--- src/trigger_control_timestamp_regs.svh ---
// constants for the central trigger control and timestamp block
// Overview of operation
// - common clock reaches front-ends; device follows it
// - 48-bit global clock counter, one per cycle
// - 16-bit event counter counts delivered accepts
// - accept only when every receiver can take it
// - state machine models derandomizer occupancy per accept
// - predicted overflow suppresses the new accept
// - model is FIFO with whole-cycle latencies
// - one accept decision per common clock cycle
// - optional limit of accepts per window
// - request pattern gives multiplicity or coincidence validation
// - almost-full warnings accepted, delayed microseconds
// - front-end error reports recorded for action
// - request to decision latency fixed, pipeline depth
`ifndef TRIGGER_CONTROL_TIMESTAMP_REGS_SVH
`define TRIGGER_CONTROL_TIMESTAMP_REGS_SVH
`define N_CRYSTAL 8
`define CLOCK_COUNT_W 48
`define EVENT_COUNT_W 16
`define PIPE_DEPTH 4
`define WRITE_LAT 4'h2
`define HIST_LEN 64
`define WIN_W 6
`define RULE_W 4
`define DEPTH_W 4
`define SERVICE_W 8
`endif

--- src/trigger_control_pkg.sv ---
// types for the central trigger control and timestamp block
`default_nettype none
package trigger_control_pkg;
  typedef enum logic [1:0] {
    derand_empty = 2'b00,
    derand_serve = 2'b01,
    derand_full = 2'b11
  } derand_state_type;
endpackage : trigger_control_pkg
`default_nettype wire

--- src/trigger_rule_window.sv ---
// sliding window count of accepts for the trigger-rule check
`timescale 1ns/1ps
`default_nettype none
`include "trigger_control_timestamp_regs.svh"
module trigger_rule_window (
  input wire logic i_clk,
  input wire logic i_sys_rst,
  input wire logic i_tick,
  input wire logic i_accept,
  input wire logic [`RULE_W-1:0] i_limit,
  input wire logic [`WIN_W-1:0] i_window,
  output logic o_room
);
  logic [`HIST_LEN-1:0] history;
  logic [`HIST_LEN-1:0] next_history;
  logic [`WIN_W-1:0] span;

  // accepts among the newest span entries; recounted so a window change never leaves a stale total
  function automatic logic [`WIN_W:0] count_recent(input logic [`HIST_LEN-1:0] bits,
    input logic [`WIN_W-1:0] limit_span);
    logic [`WIN_W:0] total;
    total = '0;
    for (int i = 0; i < `HIST_LEN; i++) begin
      if (i < limit_span) begin
        total = total + {{`WIN_W{1'b0}}, bits[i]};
      end
    end
    return total;
  endfunction : count_recent

  // newest accept enters at the bottom; the next cycle itself takes one slot of the window
  always_comb begin
    next_history = {history[`HIST_LEN-2:0], i_accept};
    span = i_window - {{(`WIN_W-1){1'b0}}, 1'b1};
  end

  // history advances once per global cycle; room is judged for the next cycle
  always_ff @(posedge i_clk) begin
    if (i_sys_rst) begin
      history <= '0;
      o_room <= 1'b1;
    end else if (i_tick) begin
      history <= next_history;
      // a zero limit or a zero window switches the rule off
      o_room <= (i_limit == '0) || (i_window == '0) ||
        (count_recent(next_history, span) < {{(`WIN_W+1-`RULE_W){1'b0}}, i_limit});
    end
  end
endmodule : trigger_rule_window
`default_nettype wire

--- src/trigger_control_timestamp.sv ---
// central trigger control, derandomizer throttle and timestamp counters
`timescale 1ns/1ps
`default_nettype none
`include "trigger_control_timestamp_regs.svh"
module trigger_control_timestamp (
  input wire logic i_clk,
  input wire logic i_sys_rst,
  input wire logic i_link_clk,
  input wire logic [`N_CRYSTAL-1:0] i_trig_req,
  input wire logic [`N_CRYSTAL-1:0] i_almost_full,
  input wire logic [`N_CRYSTAL-1:0] i_fault,
  input wire logic i_ancillary,
  input wire logic i_coinc_mode,
  input wire logic [3:0] i_mult_threshold,
  input wire logic [`DEPTH_W-1:0] i_derand_depth,
  input wire logic [`SERVICE_W-1:0] i_service_time,
  input wire logic [`RULE_W-1:0] i_rule_limit,
  input wire logic [`WIN_W-1:0] i_rule_window,
  input wire logic i_report_clear,
  output logic o_first_level_accept,
  output logic o_throttled,
  output logic [`CLOCK_COUNT_W-1:0] o_clock_count,
  output logic [`EVENT_COUNT_W-1:0] o_event_count,
  output logic [`N_CRYSTAL-1:0] o_warning_flags,
  output logic [`N_CRYSTAL-1:0] o_error_flags,
  output logic o_derand_busy
);
  // two-flop synchronisers for everything arriving from the link
  logic link_meta;
  logic link_sync;
  logic link_prev;
  logic [`N_CRYSTAL-1:0] req_meta;
  logic [`N_CRYSTAL-1:0] req_sync;
  logic [`N_CRYSTAL-1:0] full_meta;
  logic [`N_CRYSTAL-1:0] full_sync;
  logic [`N_CRYSTAL-1:0] fault_meta;
  logic [`N_CRYSTAL-1:0] fault_sync;
  logic anc_meta;
  logic anc_sync;
  logic tick;

  always_ff @(posedge i_clk) begin
    if (i_sys_rst) begin
      link_meta <= 1'b0;
      link_sync <= 1'b0;
      link_prev <= 1'b0;
      req_meta <= '0;
      req_sync <= '0;
      full_meta <= '0;
      full_sync <= '0;
      fault_meta <= '0;
      fault_sync <= '0;
      anc_meta <= 1'b0;
      anc_sync <= 1'b0;
    end else begin
      link_meta <= i_link_clk;
      link_sync <= link_meta;
      link_prev <= link_sync;
      req_meta <= i_trig_req;
      req_sync <= req_meta;
      full_meta <= i_almost_full;
      full_sync <= full_meta;
      fault_meta <= i_fault;
      fault_sync <= fault_meta;
      anc_meta <= i_ancillary;
      anc_sync <= anc_meta;
    end
  end

  // each rising edge of the common clock marks one global cycle
  assign tick = link_sync & ~link_prev;

  // population count of the request pattern
  function automatic logic [3:0] count_ones(input logic [`N_CRYSTAL-1:0] pattern);
    logic [3:0] total;
    total = 4'h0;
    for (int i = 0; i < `N_CRYSTAL; i++) begin
      total = total + {3'b000, pattern[i]};
    end
    return total;
  endfunction : count_ones

  // validation from multiplicity, optionally in coincidence with ancillary
  logic validation;
  logic [`PIPE_DEPTH-1:0] valid_pipe;
  assign validation = (count_ones(req_sync) >= i_mult_threshold) &&
    (count_ones(req_sync) != 4'h0) && (!i_coinc_mode || anc_sync);

  // fixed latency from request pattern to decision
  always_ff @(posedge i_clk) begin
    if (i_sys_rst) begin
      valid_pipe <= '0;
    end else if (tick) begin
      valid_pipe <= {valid_pipe[`PIPE_DEPTH-2:0], validation};
    end
  end

  // derandomizer emulation
  trigger_control_pkg::derand_state_type state;
  logic [`DEPTH_W:0] occupancy;
  logic [`SERVICE_W:0] service_left;
  logic [`DEPTH_W:0] next_occupancy;
  logic read_done;
  logic candidate;
  logic rule_room;
  logic any_warning;
  logic grant;

  // pipe head, any live warning, and the read of the head entry
  assign candidate = valid_pipe[`PIPE_DEPTH-1];
  assign any_warning = |full_sync;
  assign read_done = (occupancy != '0) && (service_left == '0);

  // grant only if the modelled queue still has room after this cycle's read
  always_comb begin
    next_occupancy = occupancy - {{`DEPTH_W{1'b0}}, read_done};
    grant = candidate && rule_room && !any_warning &&
      (next_occupancy < {1'b0, i_derand_depth});
    if (grant) begin
      next_occupancy = next_occupancy + {{`DEPTH_W{1'b0}}, 1'b1};
    end
  end

  // occupancy of the modelled queue, advanced per global cycle
  always_ff @(posedge i_clk) begin
    if (i_sys_rst) begin
      occupancy <= '0;
    end else if (tick) begin
      occupancy <= next_occupancy;
    end
  end

  // entry into an empty queue waits write latency then service time, a later head service time only, all whole cycles
  always_ff @(posedge i_clk) begin
    if (i_sys_rst) begin
      service_left <= '0;
    end else if (tick) begin
      if (occupancy == '0 && grant) begin
        service_left <= {1'b0, i_service_time} + {5'h00, `WRITE_LAT};
      end else if (read_done && next_occupancy != '0) begin
        service_left <= {1'b0, i_service_time};
      end else if (service_left != '0) begin
        service_left <= service_left - {{`SERVICE_W{1'b0}}, 1'b1};
      end
    end
  end

  // model state: empty, serving, or full at the configured depth
  always_ff @(posedge i_clk) begin
    if (i_sys_rst) begin
      state <= trigger_control_pkg::derand_empty;
    end else if (tick) begin
      case (state)
        trigger_control_pkg::derand_empty: begin
          if (next_occupancy != '0) begin
            state <= trigger_control_pkg::derand_serve;
          end
        end
        trigger_control_pkg::derand_serve: begin
          if (next_occupancy == '0) begin
            state <= trigger_control_pkg::derand_empty;
          end else if (next_occupancy >= {1'b0, i_derand_depth}) begin
            state <= trigger_control_pkg::derand_full;
          end
        end
        default: begin
          if (next_occupancy < {1'b0, i_derand_depth}) begin
            state <= trigger_control_pkg::derand_serve;
          end
        end
      endcase
    end
  end

  trigger_rule_window u_rule (
    .i_clk(i_clk),
    .i_sys_rst(i_sys_rst),
    .i_tick(tick),
    .i_accept(grant),
    .i_limit(i_rule_limit),
    .i_window(i_rule_window),
    .o_room(rule_room)
  );

  // accept and throttle pulses, one i_clk cycle per global cycle
  always_ff @(posedge i_clk) begin
    if (i_sys_rst) begin
      o_first_level_accept <= 1'b0;
      o_throttled <= 1'b0;
      o_derand_busy <= 1'b0;
    end else begin
      o_first_level_accept <= tick && grant;
      o_throttled <= tick && candidate && !grant;
      o_derand_busy <= (state == trigger_control_pkg::derand_full);
    end
  end

  // timestamp counters
  always_ff @(posedge i_clk) begin
    if (i_sys_rst) begin
      o_clock_count <= '0;
      o_event_count <= '0;
    end else if (tick) begin
      o_clock_count <= o_clock_count + {{(`CLOCK_COUNT_W-1){1'b0}}, 1'b1};
      if (grant) begin
        o_event_count <= o_event_count + {{(`EVENT_COUNT_W-1){1'b0}}, 1'b1};
      end
    end
  end

  // sticky warning and error records per crystal; a new report beats the clear
  genvar g;
  generate
    for (g = 0; g < `N_CRYSTAL; g = g + 1) begin : g_record
      always_ff @(posedge i_clk) begin
        if (i_sys_rst) begin
          o_warning_flags[g] <= 1'b0;
          o_error_flags[g] <= 1'b0;
        end else begin
          o_warning_flags[g] <= (o_warning_flags[g] && !i_report_clear) || full_sync[g];
          o_error_flags[g] <= (o_error_flags[g] && !i_report_clear) || fault_sync[g];
        end
      end
    end
  endgenerate
endmodule : trigger_control_timestamp
`default_nettype wire

--- config.mk ---
export PLATFORM = sky130hd
export DESIGN_NAME = trigger_control_timestamp
export DESIGN_NICKNAME = d
export VERILOG_FILES = /design/src/trigger_control_pkg.sv /design/src/trigger_rule_window.sv /design/src/trigger_control_timestamp.sv
export VERILOG_INCLUDE_DIRS = /design/src
export SDC_FILE = /design/constraint.sdc
export NUM_CORES = 1
export LEC_CHECK = 0
export CORE_UTILIZATION = 30
export DETAILED_ROUTE_END_ITERATION = 16
export DONT_BUFFER_PORTS = 1
export GPL_ROUTABILITY_DRIVEN = 0
export HOLD_SLACK_MARGIN = 0.02
export PLACE_DENSITY = 0.47
export RECOVER_POWER = 100
export SYNTH_ARGS = -nofsm -noshare
export SYNTH_HDL_FRONTEND = slang
export SYNTH_SLANG_ARGS = --single-unit
--- constraint.sdc ---
create_clock -name i_clk -period 50.2 [get_ports i_clk]
set_clock_uncertainty 0.05 [all_clocks]
set_input_delay 2.51 -clock i_clk [delete_from_list [all_inputs] [get_ports i_clk]]
set_output_delay 2.51 -clock i_clk [all_outputs]
set_load 0.02 [all_outputs]
* Word level (Yosys, flattened, before mapping)
Cells that the tools add are included. W data, S select, Z words.
Word-level totals: bits in registers 219, input bits 56, output and inout port bits 83, logic and storage cells 452
Operators by class: add/subtract/negate cells 76, $lt $le $gt $ge 68, equality and inequality tests 4, multiplexer cells 198, bitwise operators 2, reductions and logical operators 66
Operator list (number):
- $mux W7 | 188
- $add A7 B1 Y7 | 62
- $lt A6 B6 Y1 const A | 31
- $lt A5 B6 Y1 const A | 16
- $add A48 B1 Y48 const B | 1
- $lt A4 B6 Y1 const A | 8
- $logic_and A1 B1 Y1 | 27
- $mux W9 | 3
- $lt A3 B6 Y1 const A | 4
- $logic_or A1 B1 Y1 | 19
- $add A16 B1 Y16 const B | 1
- $add A4 B1 Y4 | 4
- $lt A1 B6 Y1 const A | 2
- $lt A2 B6 Y1 const A | 2
- $logic_not A5 Y1 | 2
- $lt A5 B4 Y1 | 2
- $reduce_bool A5 Y1 | 2
- $add A8 B2 Y9 const B | 1
- $logic_not A9 Y1 | 1
- $reduce_bool A9 Y1 | 1
- $sub A9 B1 Y9 const B | 1
- $mux W2 | 4
- $reduce_or A8 Y1 | 1
- $lt A7 B4 Y1 | 1
- 25 further kinds | 30

* Depth between registers and ports, before layout
Gate-level depths: netlist of the first run.
depth in word-level cells 258, depth in mapped cells 218, depth with buffers taken out 218

* Cells and area by module
A second synthesis of the first run with hierarchy kept.
Unflattened totals: cell total of the unflattened synthesis 2682, area total of the unflattened synthesis 21335.5 um2
Modules (own cells, without submodules):
- trigger_rule_window | instances 1, cells each 1936, area an instance 14575.2 um2, seq. area each 1261.2 um2
- trigger_control_timestamp | instances 1, cells each 746, area an instance 6760.2 um2, seq. area each 3123.0 um2

* Worst setup path before layout of the first run
No wires, ideal clock.
path kind input port to flip-flop, start point input i_rule_window[1], end point register u_rule.o_room, setup time 74 ps, arrival time 40354 ps, data required time 50076 ps, setup slack 9722 ps, stages on the path 211, buffers on the path 4, path through or4_1 > buf_2 > o21ai_2 > nand2_1 > clkbuf_1 > clkbuf_1 > nor3_1 > nor2b_1 > ha_1 > o31ai_1 > o31ai_1 > ha_1 > mux2_2 > ha_1 > mux2i_1 > inv_1 > ha_1 > ha_1 > [175 not listed] > mux2_2 > ha_1 > mux2_2 > ha_1 > nand2_1 > nand2_1 > ha_1 > nor2b_1 > xnor2_1 > nor2_1 > xnor2_1 > or4bb_1 > maj3_1 > mux2_2 > o22ai_1 > xor2_1 > or4_1 > a31oi_1
Between the ends: longest elaborated chain between the ends 255, elaborated cells on any way between the ends 319, those cells by class 63 x add/sub; 64 x order compare; 189 x mux; 3 x reduce/logical
RTL lines:
- start: declaration | RTL line trigger_control_timestamp.sv:18 | input wire logic [`WIN_W-1:0] i_rule_window,
- $sub A6 B1 Y6 | RTL line trigger_rule_window.sv:34 | span = i_window - {{(`WIN_W-1){1'b0}}, 1'b1};
- $lt A1 B6 Y1 | RTL line trigger_rule_window.sv:24 | if (i < limit_span) begin
- $mux W1 | RTL line trigger_rule_window.sv:24
- $mux W7 | RTL line trigger_rule_window.sv:42 | end else if (i_tick) begin
- $mux W7 | RTL line trigger_rule_window.sv:39 | if (i_sys_rst) begin
- $add A7 B1 Y7 | RTL line trigger_rule_window.sv:25 | total = total + {{`WIN_W{1'b0}}, bits[i]};
- $mux W7 | RTL line trigger_rule_window.sv:24
- $mux W7 | RTL line trigger_rule_window.sv:42
- [239 not listed]
- $mux W7 | RTL line trigger_rule_window.sv:42
- $mux W7 | RTL line trigger_rule_window.sv:39
- $add A7 B1 Y7 | RTL line trigger_rule_window.sv:25
- $mux W7 | RTL line trigger_rule_window.sv:24
- $mux W7 | RTL line trigger_rule_window.sv:42
- $mux W7 | RTL line trigger_rule_window.sv:39
- $lt A7 B4 Y1 | RTL line trigger_rule_window.sv:46 | (count_recent(next_history, span) < {{(`WIN_W+1-`RULE_W){1'b0}}, i_limit});
- $logic_or A1 B1 Y1 * | RTL line trigger_rule_window.sv:45 | o_room <= (i_limit == '0) || (i_window == '0) ||
- end signal: assignment | RTL line trigger_rule_window.sv:45
- end: declaration | RTL line trigger_rule_window.sv:12 | output logic o_room
Mark *: on every way between the ends. The rest lies on a longest branch, timed or not. The select of a mux whose other input is x is not followed. A chain may end at the register's enable or synchronous reset.

* Worst setup path in the final report of the first run
Same ends and word-level chain as after synthesis.

==> results of run 1 <==
## registers in the layout, summed over array words and instances, names as in the netlist, 2 cells and up
register	count
u_rule.history	62
occupancy	5
full_meta	8
req_sync	8
fault_sync	8
full_sync	8
valid_pipe	4
o_clock_count	48
fault_meta	8
state	2
service_left	9
o_warning_flags	8
o_event_count	16
req_meta	8
o_error_flags	8
## how the worst min path moves through the flow
stage                              from               end  slack [ps]  depth (start not counted)
after global placement    fault_sync[1]  o_error_flags[1]         370                          2
after CTS                  full_meta[4]      full_sync[4]         390                          1
after global routing        req_meta[2]       req_sync[2]         400                          1
final                     fault_sync[5]  o_error_flags[5]         380                          2
after floorplan           fault_sync[0]  o_error_flags[0]         360                          2
after detailed placement   full_meta[4]      full_sync[4]         370                          1
## routing by layer
metal  vias to the layer above  track usage (%)  routed length [um]
met4                         2             3.61                1020
met3                        67             3.42                3380
li1                       9257                -                   -
met1                      8696             21.6               27500
met2                       361             27.7               26500
met5                         -                0                  13
## cell type report
class,count,area (sq um)
Sequential cell,219,4380
Multi-Input combinational cell,2256,15300
Tap cell,873,1090
Fill cell,7063,45000
Inverter,88,330
Timing Repair Buffer,15,109
Clock buffer,33,708
Antenna cell,2,5.00
Clock inverter,16,203
## power groups by stage
stage | combinational, uW | clock, uW | sequential (uW)
finish | 142 | 204 | 181
detailed placement | 141 | 0 | 185
CTS | 142 | 212 | 181
floorplan | 112 | 0 | 184
global placement | 137 | 0 | 185
global route | 162 | 218 | 181
## stage by stage
stage / setup slack (ps) / util [%]
4_1_cts: 6080 / 33.0
3_5_place_dp: 5580 / 31.6
2_1_floorplan: 9720 / -
5_1_grt: 2210 / 32.9
6_report: 5480 / 32.9
3_3_place_gp: 6940 / 31.6
## critical path, delay by kind of cell
| family | cells | cell delay [ps] |
|---|---|---|
| AND/OR/NAND/NOR | 66 | 8800 |
| XOR/XNOR | 3 | 450 |
| buffers and inverters | 12 | 920 |
| AO/OA/AOI/OAI | 45 | 8530 |
| multiplexers | 19 | 5240 |
| adder cells (fa/ha/maj) | 61 | 18660 |
## cells by family after synthesis
family,after synthesis
buffers and inverters,170
XOR/XNOR,292
multiplexers,76
adder cells (fa/ha/maj),169
AND/OR/NAND/NOR,1157
flip-flops,219
AO/OA/AOI/OAI,562
## cells in the final DEF (no fill, tap or decap), types with 23 or more instances in the layout
cell type    n
nor2b_1     85
dfxtp_1    219
and2_1      23
mux2i_1     38
o21ai_0     93
and3_1      43
mux2_2      33
nor2_1     310
ha_1       151
xnor2_1    136
inv_1       87
nand2_1    388
xor2_1      95
a31oi_1     24
nor3_1      61
a21oi_1    217
nand4_1     41
o22ai_1     24
nand3_1     84
clkbuf_16   27
==> key figures, run 1 <==
Status
  • Status: finished clean

Drt
  • Post-route ant nets: 0
  • Drt wl/cell: 16.7 um
  • Detailed Route Iter0 Violations: 1,153
  • Via count: 18.4k
  • TritonRoute pass-1 iters: 8
  • Vias per inst: 5.25
  • DRC: 0
  • WL final: 58,400 um

Cells and area
  • Final non-filler cell area: 22,100 sq um
  • Final std cells w/o fill: 3,502
  • Layout cells sized above 1: 7.04%
  • Area growth syn-to-layout: 8.81%
  • Fin nets: 2,818

Synth
  • Post-Synth Simple-Gate Area: 26.9%
  • Synth area leaders: dfxtp_1, ha_1, nand2_1
  • Proportion of synthesized area in mux cells: 4.11%
  • Most frequent cell after synthesis: nand2_1
  • Synth Area in Compound Gates: 17.5%
  • Mapped Area: 20,300 sq um
  • Cells after synthesis: 2,645
  • Post-synthesis adder-cell area fraction: 10.4%
  • Largest area contributor in the netlist: dfxtp_1
  • Post-synth top flop: dfxtp_1
  • Largest family of logic cells by synthesized area: simple AND/OR/NAND/NOR gates
  • Register area share after synthesis: 21.6%
  • Asr flop ratio synth: 0%
  • Yosys warns: 0
  • Post-synth cell types: 108
  • XOR/XNOR Fraction of Synth Area: 16.3%
  • Top cells by count, synth: nand2_1, nor2_1, dfxtp_1
  • Yosys reg bits: 219
  • Post-synth EDFFs: 0
  • Mapped Nets: 2,856
  • Avg Cell Area, Syn: 7.69 sq um
  • Yosys top cell area share: 21.6%

STA
  • Setup TNS: 0 ps
  • Final Hold Fails: 0
  • Minimum clock period: 44,720 ps
  • Crit share post-route: 89.1%
  • RSZ-0062 raised after global routing: false
  • Slew @ Worst Pin: 1380 ps
  • Slew margin rel.: 6.71%
  • Top achievable clock speed: 22.4 MHz
  • Final Max Slew Viols: 0
  • Hold_ws: 382 ps
  • Final Setup Violations: 0

Place
  • Placed Area: 21,200 sq um
  • Port Buffer Count: 0
  • Dpl cells: 3,451
  • Post-DP HPWL: 44,800 um

Worst setup path
  • Critical Path Sink Type: flop
  • CP peak stage delay: 720 ps
  • Critical-path maximum fanout: 17
  • Slowest-stage cell, CP: mux2i_1
  • Worst path arrival time: 45,160 ps
  • Crit Reg-Reg Startpoint: service_left[5]
  • Worst r2r path cells: 215
  • Worst Setup SP: i_rule_window[1]
  • Most used cell, CP: ha_1
  • R2R setup slack: 5550 ps
  • WS Path Type: in2reg
  • Worst Setup EP: u_rule.o_room
  • Startpoint Class: primary input
  • FF-to-FF End: u_rule.o_room
  • Data required, critical path: 50,640 ps

Power and ir drop
  • Max IR drop VDD: 0.0233 mV
  • Clock network power share: 38.8%
  • Share of total power in sequential cells: 34.3%
  • Sw frac: 33.7%
  • Pwr Total: 527 uW
  • Leak Pwr: 0.00853 uW
  • Cell-internal power: 349 uW
  • Combinational share of power: 27.0%
  • PwrDens: 23.8 nW/um^2
  • Net Sw Power: 178 uW

Floorplan
  • Chip Width: 262 um
  • Die Height: 262 um
  • Initial Utilization: 30.3%
  • Core area: 67,200 sq um
  • Full die area: 68,800 sq um
  • Num rows: 95
  • I/O pin cnt: 139

Clock tree
  • Worst-Skew Late Latency: 560 ps
  • Total CTS buffers: 27
  • Post_cts resized: 0
  • Root buffer cell: clkbuf_16
  • CTS sink count: 219
  • H-Tree Depth: 1
  • Clock slew at reported path FFs: 70 ps
  • CTS Hold Buffers Added: 0
  • Post-CTS setup buffers: 0
  • Clk buf depth: 3
  • TritonCTS clock tree: yes

GRT
  • Vias in the first global route: 17.6k
  • Congestion Overflow GR: 0
  • Global-route wire length before repair: 94,700 um
  • Initial antenna violation count: 4
  • All-Layer GR Usage: 16.5%
  • Largest net degree at the start of global routing: 221

Job
  • Max-cap viol count: 0

Min path
  • Worst hold path type: reg2reg
No activity file was read; power rests on OpenSTA's default activity.
==> run 2: changes to the inputs <==
--- a/config.mk
+++ b/config.mk
@@ -6,12 +6,12 @@
 export SDC_FILE = /design/constraint.sdc
 export NUM_CORES = 1
 export LEC_CHECK = 0
-export CORE_UTILIZATION = 30
+export CORE_UTILIZATION = 40
 export DETAILED_ROUTE_END_ITERATION = 16
 export DONT_BUFFER_PORTS = 1
 export GPL_ROUTABILITY_DRIVEN = 0
 export HOLD_SLACK_MARGIN = 0.02
-export PLACE_DENSITY = 0.47
+export PLACE_DENSITY = 0.57
 export RECOVER_POWER = 100
 export SYNTH_ARGS = -nofsm -noshare
 export SYNTH_HDL_FRONTEND = slang
==> key figures, run 2 (synthesized netlist as in run 1, its figures left out) <==
Clock tree
  • Root buffer cell: clkbuf_16
  • CTS Hold Buffers Added: 0 (unchanged)
  • TritonCTS clock tree: yes
  • Clock slew at reported path FFs: 60 ps (about the same)
  • Clk buf depth: 3 (unchanged)
  • Post-CTS setup buffers: 0 (unchanged)
  • Worst-Skew Late Latency: 530 ps (-30 ps)
  • CTS sink count: 219 (unchanged)
  • H-Tree Depth: 1 (unchanged)
  • Total CTS buffers: 25 (-7.4%)
  • Post_cts resized: 0 (unchanged)

STA
  • Final Hold Fails: 0 (unchanged)
  • Final Setup Violations: 0 (unchanged)
  • RSZ-0062 raised after global routing: false
  • Crit share post-route: 88.3% (-0.74 points)
  • Minimum clock period: 44,350 ps (-372 ps)
  • Top achievable clock speed: 22.5 MHz (+0.84%)
  • Slew @ Worst Pin: 3950 ps (+2570 ps)
  • Setup TNS: 0 ps (unchanged)
  • Final Max Slew Viols: 78 (+78)
  • Slew margin rel.: -164% (-170 points)

Floorplan
  • Chip Width: 227 um (-13%)
  • Full die area: 51,700 sq um (-25%)
  • I/O pin cnt: 139 (unchanged)
  • Core area: 50,200 sq um (-25%)
  • Die Height: 227 um (-13%)
  • Initial Utilization: 40.5% (+10 points)
  • Num rows: 82 (-14%)

Drt
  • WL final: 54,400 um (-6.8%)
  • TritonRoute pass-1 iters: 5 (-3)
  • DRC: 0 (unchanged)
  • Via count: 18.3k (-0.61%)
  • Detailed Route Iter0 Violations: 1,185 (+2.8%)
  • Drt wl/cell: 16.5 um (-1.1%)
  • Vias per inst: 5.54 (+5.6%)
  • Post-route ant nets: 0 (unchanged)

Job
  • Max-cap viol count: 1 (+1)

Worst setup path
  • CP peak stage delay: 870 ps (+150 ps)
  • Slowest-stage cell, CP: and2_0
  • Worst path arrival time: 44,750 ps (-410 ps)
  • Startpoint Class: primary input
  • Data required, critical path: 50,600 ps (-40 ps)
  • WS Path Type: in2reg
  • R2R setup slack: 6730 ps (+1180 ps)
  • Most used cell, CP: ha_1
  • Worst Setup EP: u_rule.o_room
  • Critical Path Sink Type: flop
  • Worst r2r path cells: 218 (+1.4%)
  • Crit Reg-Reg Startpoint: service_left[5]
  • Critical-path maximum fanout: 17 (unchanged)
  • Worst Setup SP: i_rule_window[1]
  • FF-to-FF End: u_rule.o_room

Power and ir drop
  • Leak Pwr: 0.00849 uW (-0.48%)
  • Pwr Total: 507 uW (-3.9%)
  • PwrDens: 23.3 nW/um^2 (-2.4%)
  • Max IR drop VDD: 0.0291 mV (+25%)

GRT
  • Largest net degree at the start of global routing: 221 (unchanged)
  • All-Layer GR Usage: 20.8% (+4.3 points)
  • Global-route wire length before repair: 88,800 um (-6.2%)
  • Vias in the first global route: 17.6k (+0.19%)
  • Congestion Overflow GR: 0 (unchanged)
  • Initial antenna violation count: 1 (-3)

Cells and area
  • Most common cell after layout, fill and taps aside: nand2_1
  • Area growth syn-to-layout: 7.14%
  • Most frequent cells in the layout: nand2_1, nor2_1, dfxtp_1, a21oi_1, ha_1
  • Final core occ: 43.4% (+10 points)
  • Biggest register: u_rule.history
  • Biggest regs: u_rule.history (62), o_clock_count (48), o_event_count (16)
  • Fin nets: 2,817 (-0.035%)
  • Final std cells w/o fill: 3,297 (-5.9%)
  • Final non-filler cell area: 21,800 sq um (-1.5%)
  • Largest register FFs: 62 (unchanged)
  • Layout cells sized above 1: 6.78% (-0.26 points)

Place
  • Placed Area: 21,000 sq um (-1.2%)
  • Dpl cells: 3,251 (-5.8%)
  • Post-DP HPWL: 42,100 um (-5.9%)
  • Port Buffer Count: 0 (unchanged)

Status
  • Status: complete, but fails checks
  • Failing checks: max-capacitance violations, max-slew violations

Min path
  • Worst hold path type: reg2reg
-- run 2: changes by cell type in the layout (fill, tap and decap cells not counted), sizes merged --
cell | previous run | this run
clkbuf | 34 | 40
inv | 93 | 87
clkinvlp | 4 | 2
buf | 14 | 13
bufinv | 3 | 2
clkinv | 4 | 5
diode | 2 | 1
-- run 2: metrics by stage --
step	hold slack [ps]	setup slack, ps
global placement	367	7330
floorplan	363	9720
finish	383	5850
global route	400	2620
CTS	383	6270
detailed placement	371	5830
-- run 2: how the worst min path moves through the flow --
stage	from	to	slack (ps)	cells past startpoint
6_report	req_meta[7]	req_sync[7]	380	1
5_1_grt	full_meta[6]	full_sync[6]	400	1
4_1_cts	fault_sync[6]	o_error_flags[6]	380	2
3_5_place_dp	req_meta[7]	req_sync[7]	370	1
3_3_place_gp	fault_meta[0]	fault_sync[0]	370	1
2_1_floorplan	fault_sync[0]	o_error_flags[0]	360	2
-- run 2: per-layer routing --
metal / GRT usage, % / vias up / part of all wire [%]
li1: - / 9245 / -
met1: 26.9 / 8557 / 46
met2: 35.2 / 391 / 46
met3: 3.78 / 77 / 5.7
met4: 5.74 / 0 / 2.2
met5: 0 / - / 0
-- run 2: where the power goes --
part           total [uW]  switching [uW]  internal (uW)
Combinational         141            86.5           54.2
Sequential            181            3.04            178
Clock                 185            75.5            110
Total                 507             165            342
-- run 2: final cells by class --
type	instances	area, sq um
Fill cell	5073	28400
Multi-Input combinational cell	2256	15300
Sequential cell	219	4380
Tap cell	672	841
Clock buffer	37	721
Inverter	88	330
Timing Repair Buffer	16	109
Clock inverter	8	106
Antenna cell	1	2.50
-- run 2: critical path, delay by kind of cell --
kind,cells,cell delay (ps)
fa+ha+maj,64,19710
compound gates,49,8910
simple gates,62,7110
mux,21,5530
buf+inv,12,950
==> run 3: changes to the inputs <==
--- a/config.mk
+++ b/config.mk
@@ -6,6 +6,7 @@
 export SDC_FILE = /design/constraint.sdc
 export NUM_CORES = 1
 export LEC_CHECK = 0
+export ABC_AREA = 1
 export CORE_UTILIZATION = 40
 export DETAILED_ROUTE_END_ITERATION = 16
 export DONT_BUFFER_PORTS = 1
==> key figures, run 3 <==
STA
  • Final Setup Violations: 0 (unchanged)
  • Final Hold Fails: 0 (unchanged)
  • RSZ-0062 raised after global routing: false
  • Slew margin rel.: -144% (+20 points)
  • Slew @ Worst Pin: 3660 ps (-298 ps)
  • Setup TNS: 0 ps (unchanged)
  • Final Max Slew Viols: 258 (+230%)
  • Minimum clock period: 42,140 ps (-2210 ps)
  • Crit share post-route: 83.9% (-4.4 points)
  • Top achievable clock speed: 23.7 MHz (+5.2%)

Worst setup path
  • Worst r2r path cells: 244 (+12%)
  • Most used cell, CP: nand2_1
  • Slowest-stage cell, CP: nand2_1
  • FF-to-FF End: u_rule.o_room
  • Worst path arrival time: 42,570 ps (-2180 ps)
  • CP peak stage delay: 340 ps (-530 ps)
  • R2R setup slack: 8170 ps (+1440 ps)
  • Critical-path maximum fanout: 8 (-9)
  • Crit Reg-Reg Startpoint: service_left[0]
  • WS Path Type: in2reg
  • Data required, critical path: 50,630 ps (+30 ps)
  • Critical Path Sink Type: flop
  • Startpoint Class: primary input

Drt
  • Drt wl/cell: 11.4 um (-31%)
  • Detailed Route Iter0 Violations: 937 (-21%)
  • TritonRoute pass-1 iters: 5 (unchanged)
  • M1 wire length: 24,500 um (-2.3%)
  • Post-route ant nets: 0 (unchanged)
  • WL final: 49,400 um (-9.2%)
  • DRC: 0 (unchanged)
  • DR WL met3: 2600 um (-17%)
  • Vias per inst: 4.68 (-16%)
  • Via count: 20.4k (+11%)
  • Highest metal used: met4
  • Met2 Wirelength: 21,600 um (-14%)

Synth
  • Yosys top cell area share: 19.9% (-1.7 points)
  • Register area share after synthesis: 19.9% (-1.7 points)
  • Avg Cell Area, Syn: 6.04 sq um (-21%)
  • Yosys reg bits: 219 (unchanged)
  • Top cells by count, synth: inv_1, nand2_1, nor2_1
  • Asr flop ratio synth: 0% (unchanged)
  • Largest area contributor in the netlist: dfxtp_1
  • Post-synth top flop: dfxtp_1
  • Yosys warns: 0 (unchanged)
  • Post-synth cell types: 56 (-48%)
  • Most frequent cell after synthesis: inv_1
  • Post-synth EDFFs: 0 (unchanged)
  • Mapped Nets: 3,864 (+35%)
  • Synth area leaders: dfxtp_1, inv_1, nand2_1
  • Mapped Area: 22,100 sq um (+8.6%)
  • Cells after synthesis: 3,653 (+38%)

Cells and area
  • Fin nets: 3,845 (+36%)
  • # diodes: 0 (-1)
  • Biggest regs: u_rule.history (62), o_clock_count (48), o_event_count (16)
  • Largest register FFs: 62 (unchanged)
  • Most common cell after layout, fill and taps aside: inv_1
  • Most frequent cells in the layout: inv_1, nand2_1, nor2_1, nand3_1, dfxtp_1
  • Final std cells w/o fill: 4,349 (+32%)
  • Layout cells sized above 1: 14.4% (+7.6 points)
  • Biggest register: u_rule.history
  • Final non-filler cell area: 23,600 sq um (+8.2%)
  • Area growth syn-to-layout: 6.78%

GRT
  • Largest net degree at the start of global routing: 100 (-55%)
  • Vias in the first global route: 18.7k (+6.3%)
  • All-Layer GR Usage: 17.5% (-3.3 points)
  • Congestion Overflow GR: 0 (unchanged)
  • Initial antenna violation count: 0 (-1)
  • Global-route wire length before repair: 85,000 um (-4.2%)

Clock tree
  • Total CTS buffers: 26 (+4.0%)
  • Worst-Skew Late Latency: 540 ps (about the same)
  • Root buffer cell: clkbuf_16
  • Clk buf depth: 3 (unchanged)
  • CTS Hold Buffers Added: 0 (unchanged)
  • TritonCTS clock tree: yes
  • Post-CTS setup buffers: 0 (unchanged)
  • Post_cts resized: 0 (unchanged)
  • CTS sink count: 219 (unchanged)
  • H-Tree Depth: 1 (unchanged)
  • Clock slew at reported path FFs: 60 ps (about the same)

Power and ir drop
  • Sw frac: 37.6% (+5.1 points)
  • Leak Pwr: 0.0123 uW (+45%)
  • Clock network power share: 31.9% (-4.7 points)
  • Net Sw Power: 228 uW (+38%)
  • Combinational share of power: 37.6% (+9.8 points)
  • Share of total power in sequential cells: 30.5% (-5.2 points)
  • PwrDens: 25.7 nW/um^2 (+11%)
  • Cell-internal power: 378 uW (+11%)
  • Max IR drop VDD: 0.0264 mV (-9.2%)
  • Pwr Total: 606 uW (+20%)

Status
  • Failing checks: max-capacitance violations, max-slew violations
  • Status: complete, but fails checks

Floorplan
  • I/O pin cnt: 139 (unchanged)
  • Full die area: 56,100 sq um (+8.5%)
  • Num rows: 85 (+3.7%)
  • Die Height: 237 um (+4.2%)
  • Core area: 54,100 sq um (+7.9%)
  • Chip Width: 237 um (+4.2%)
  • Initial Utilization: 40.8% (+0.25 points)

Place
  • Dpl cells: 4,302 (+32%)
  • Port Buffer Count: 0 (unchanged)
  • Placed Area: 22,700 sq um (+8.3%)
  • Post-DP HPWL: 39,400 um (-6.5%)

Min path
  • Hold Path End: full_sync[3]
  • Hold Crit Start: full_meta[3]
  • Worst hold path type: reg2reg
  • Hold path depth: 2 (+1)

Job
  • Max-cap viol count: 4 (+3)
run 3: changes by cell type after synthesis, moves of 43 or more:
cell	previous run	this run
nand2_2	1	217
inv_1	87	735
and3_1	43	0
or2_2	11	55
nor2b_1	85	0
nand2_1	388	724
xor2_1	95	14
nor2_1	310	476
a21oi_1	217	101
nand3_2	1	140
xnor2_1	137	3
nand3_1	84	344
run 3: power by group through the flow:
stage / sequential, uW / combinational (uW) / clock (uW)
detailed placement: 189 / 228 / 0
global placement: 189 / 226 / 0
CTS: 185 / 230 / 198
floorplan: 188 / 195 / 0
finish: 185 / 228 / 193
global route: 186 / 269 / 206
run 3: worst max-delay path, delay by kind of cell:
| kind | cells | cell delay, ps |
|---|---|---|
| buffers and inverters | 42 | 2110 |
| and+or+nand+nor | 112 | 16720 |
| AOI/OAI and AO/OA | 16 | 2660 |
| muxes | 1 | 280 |
| adders and majority gates | 65 | 18170 |
run 3: cells by family after synthesis:
kind of cell / synth area share, %
xor+xnor: 0.675
compound gates: 7.12
flops: 19.9
buf+inv: 14.0
simple gates: 49.4
mux: 0.0510
fa+ha+maj: 8.92
run 3: final cells by class:
cell class                      instances  area [sq um]
Multi-Input combinational cell       2636         14600
Tap cell                              696           871
Inverter                              748          2820
Fill cell                            5807         30600
Sequential cell                       219          4380
Clock inverter                         10           113
Timing Repair Buffer                    3          11.3
Clock buffer                           37           763
run 3: how the worst max path moves through the flow:
stage,from,cells past startpoint,slack [ps],endpoint
floorplan,i_rule_window[0],238,9690,u_rule.o_room
global placement,i_derand_depth[1],236,8140,u_rule.o_room
detailed placement,i_derand_depth[1],236,7650,u_rule.o_room
CTS,i_derand_depth[1],236,8120,u_rule.o_room
global route,service_left[0],244,4640,u_rule.o_room
finish,i_derand_depth[1],236,8060,u_rule.o_room
run 3: stage by stage:
step	hold WS [ps]	util (%)	setup WS, ps
finish	347	43.5	8060
detailed placement	342	41.9	7650
global route	362	43.5	4640
global placement	339	41.9	8140
CTS	351	43.6	8120
floorplan	338	-	9690
run 3: routing by layer:
layer / up-vias / global-route usage, %
met2: 245 / 29.5
met3: 47 / 3.52
met4: 0 / 3.44
li1: 11423 / -
met1: 8638 / 22.9
met5: - / 0
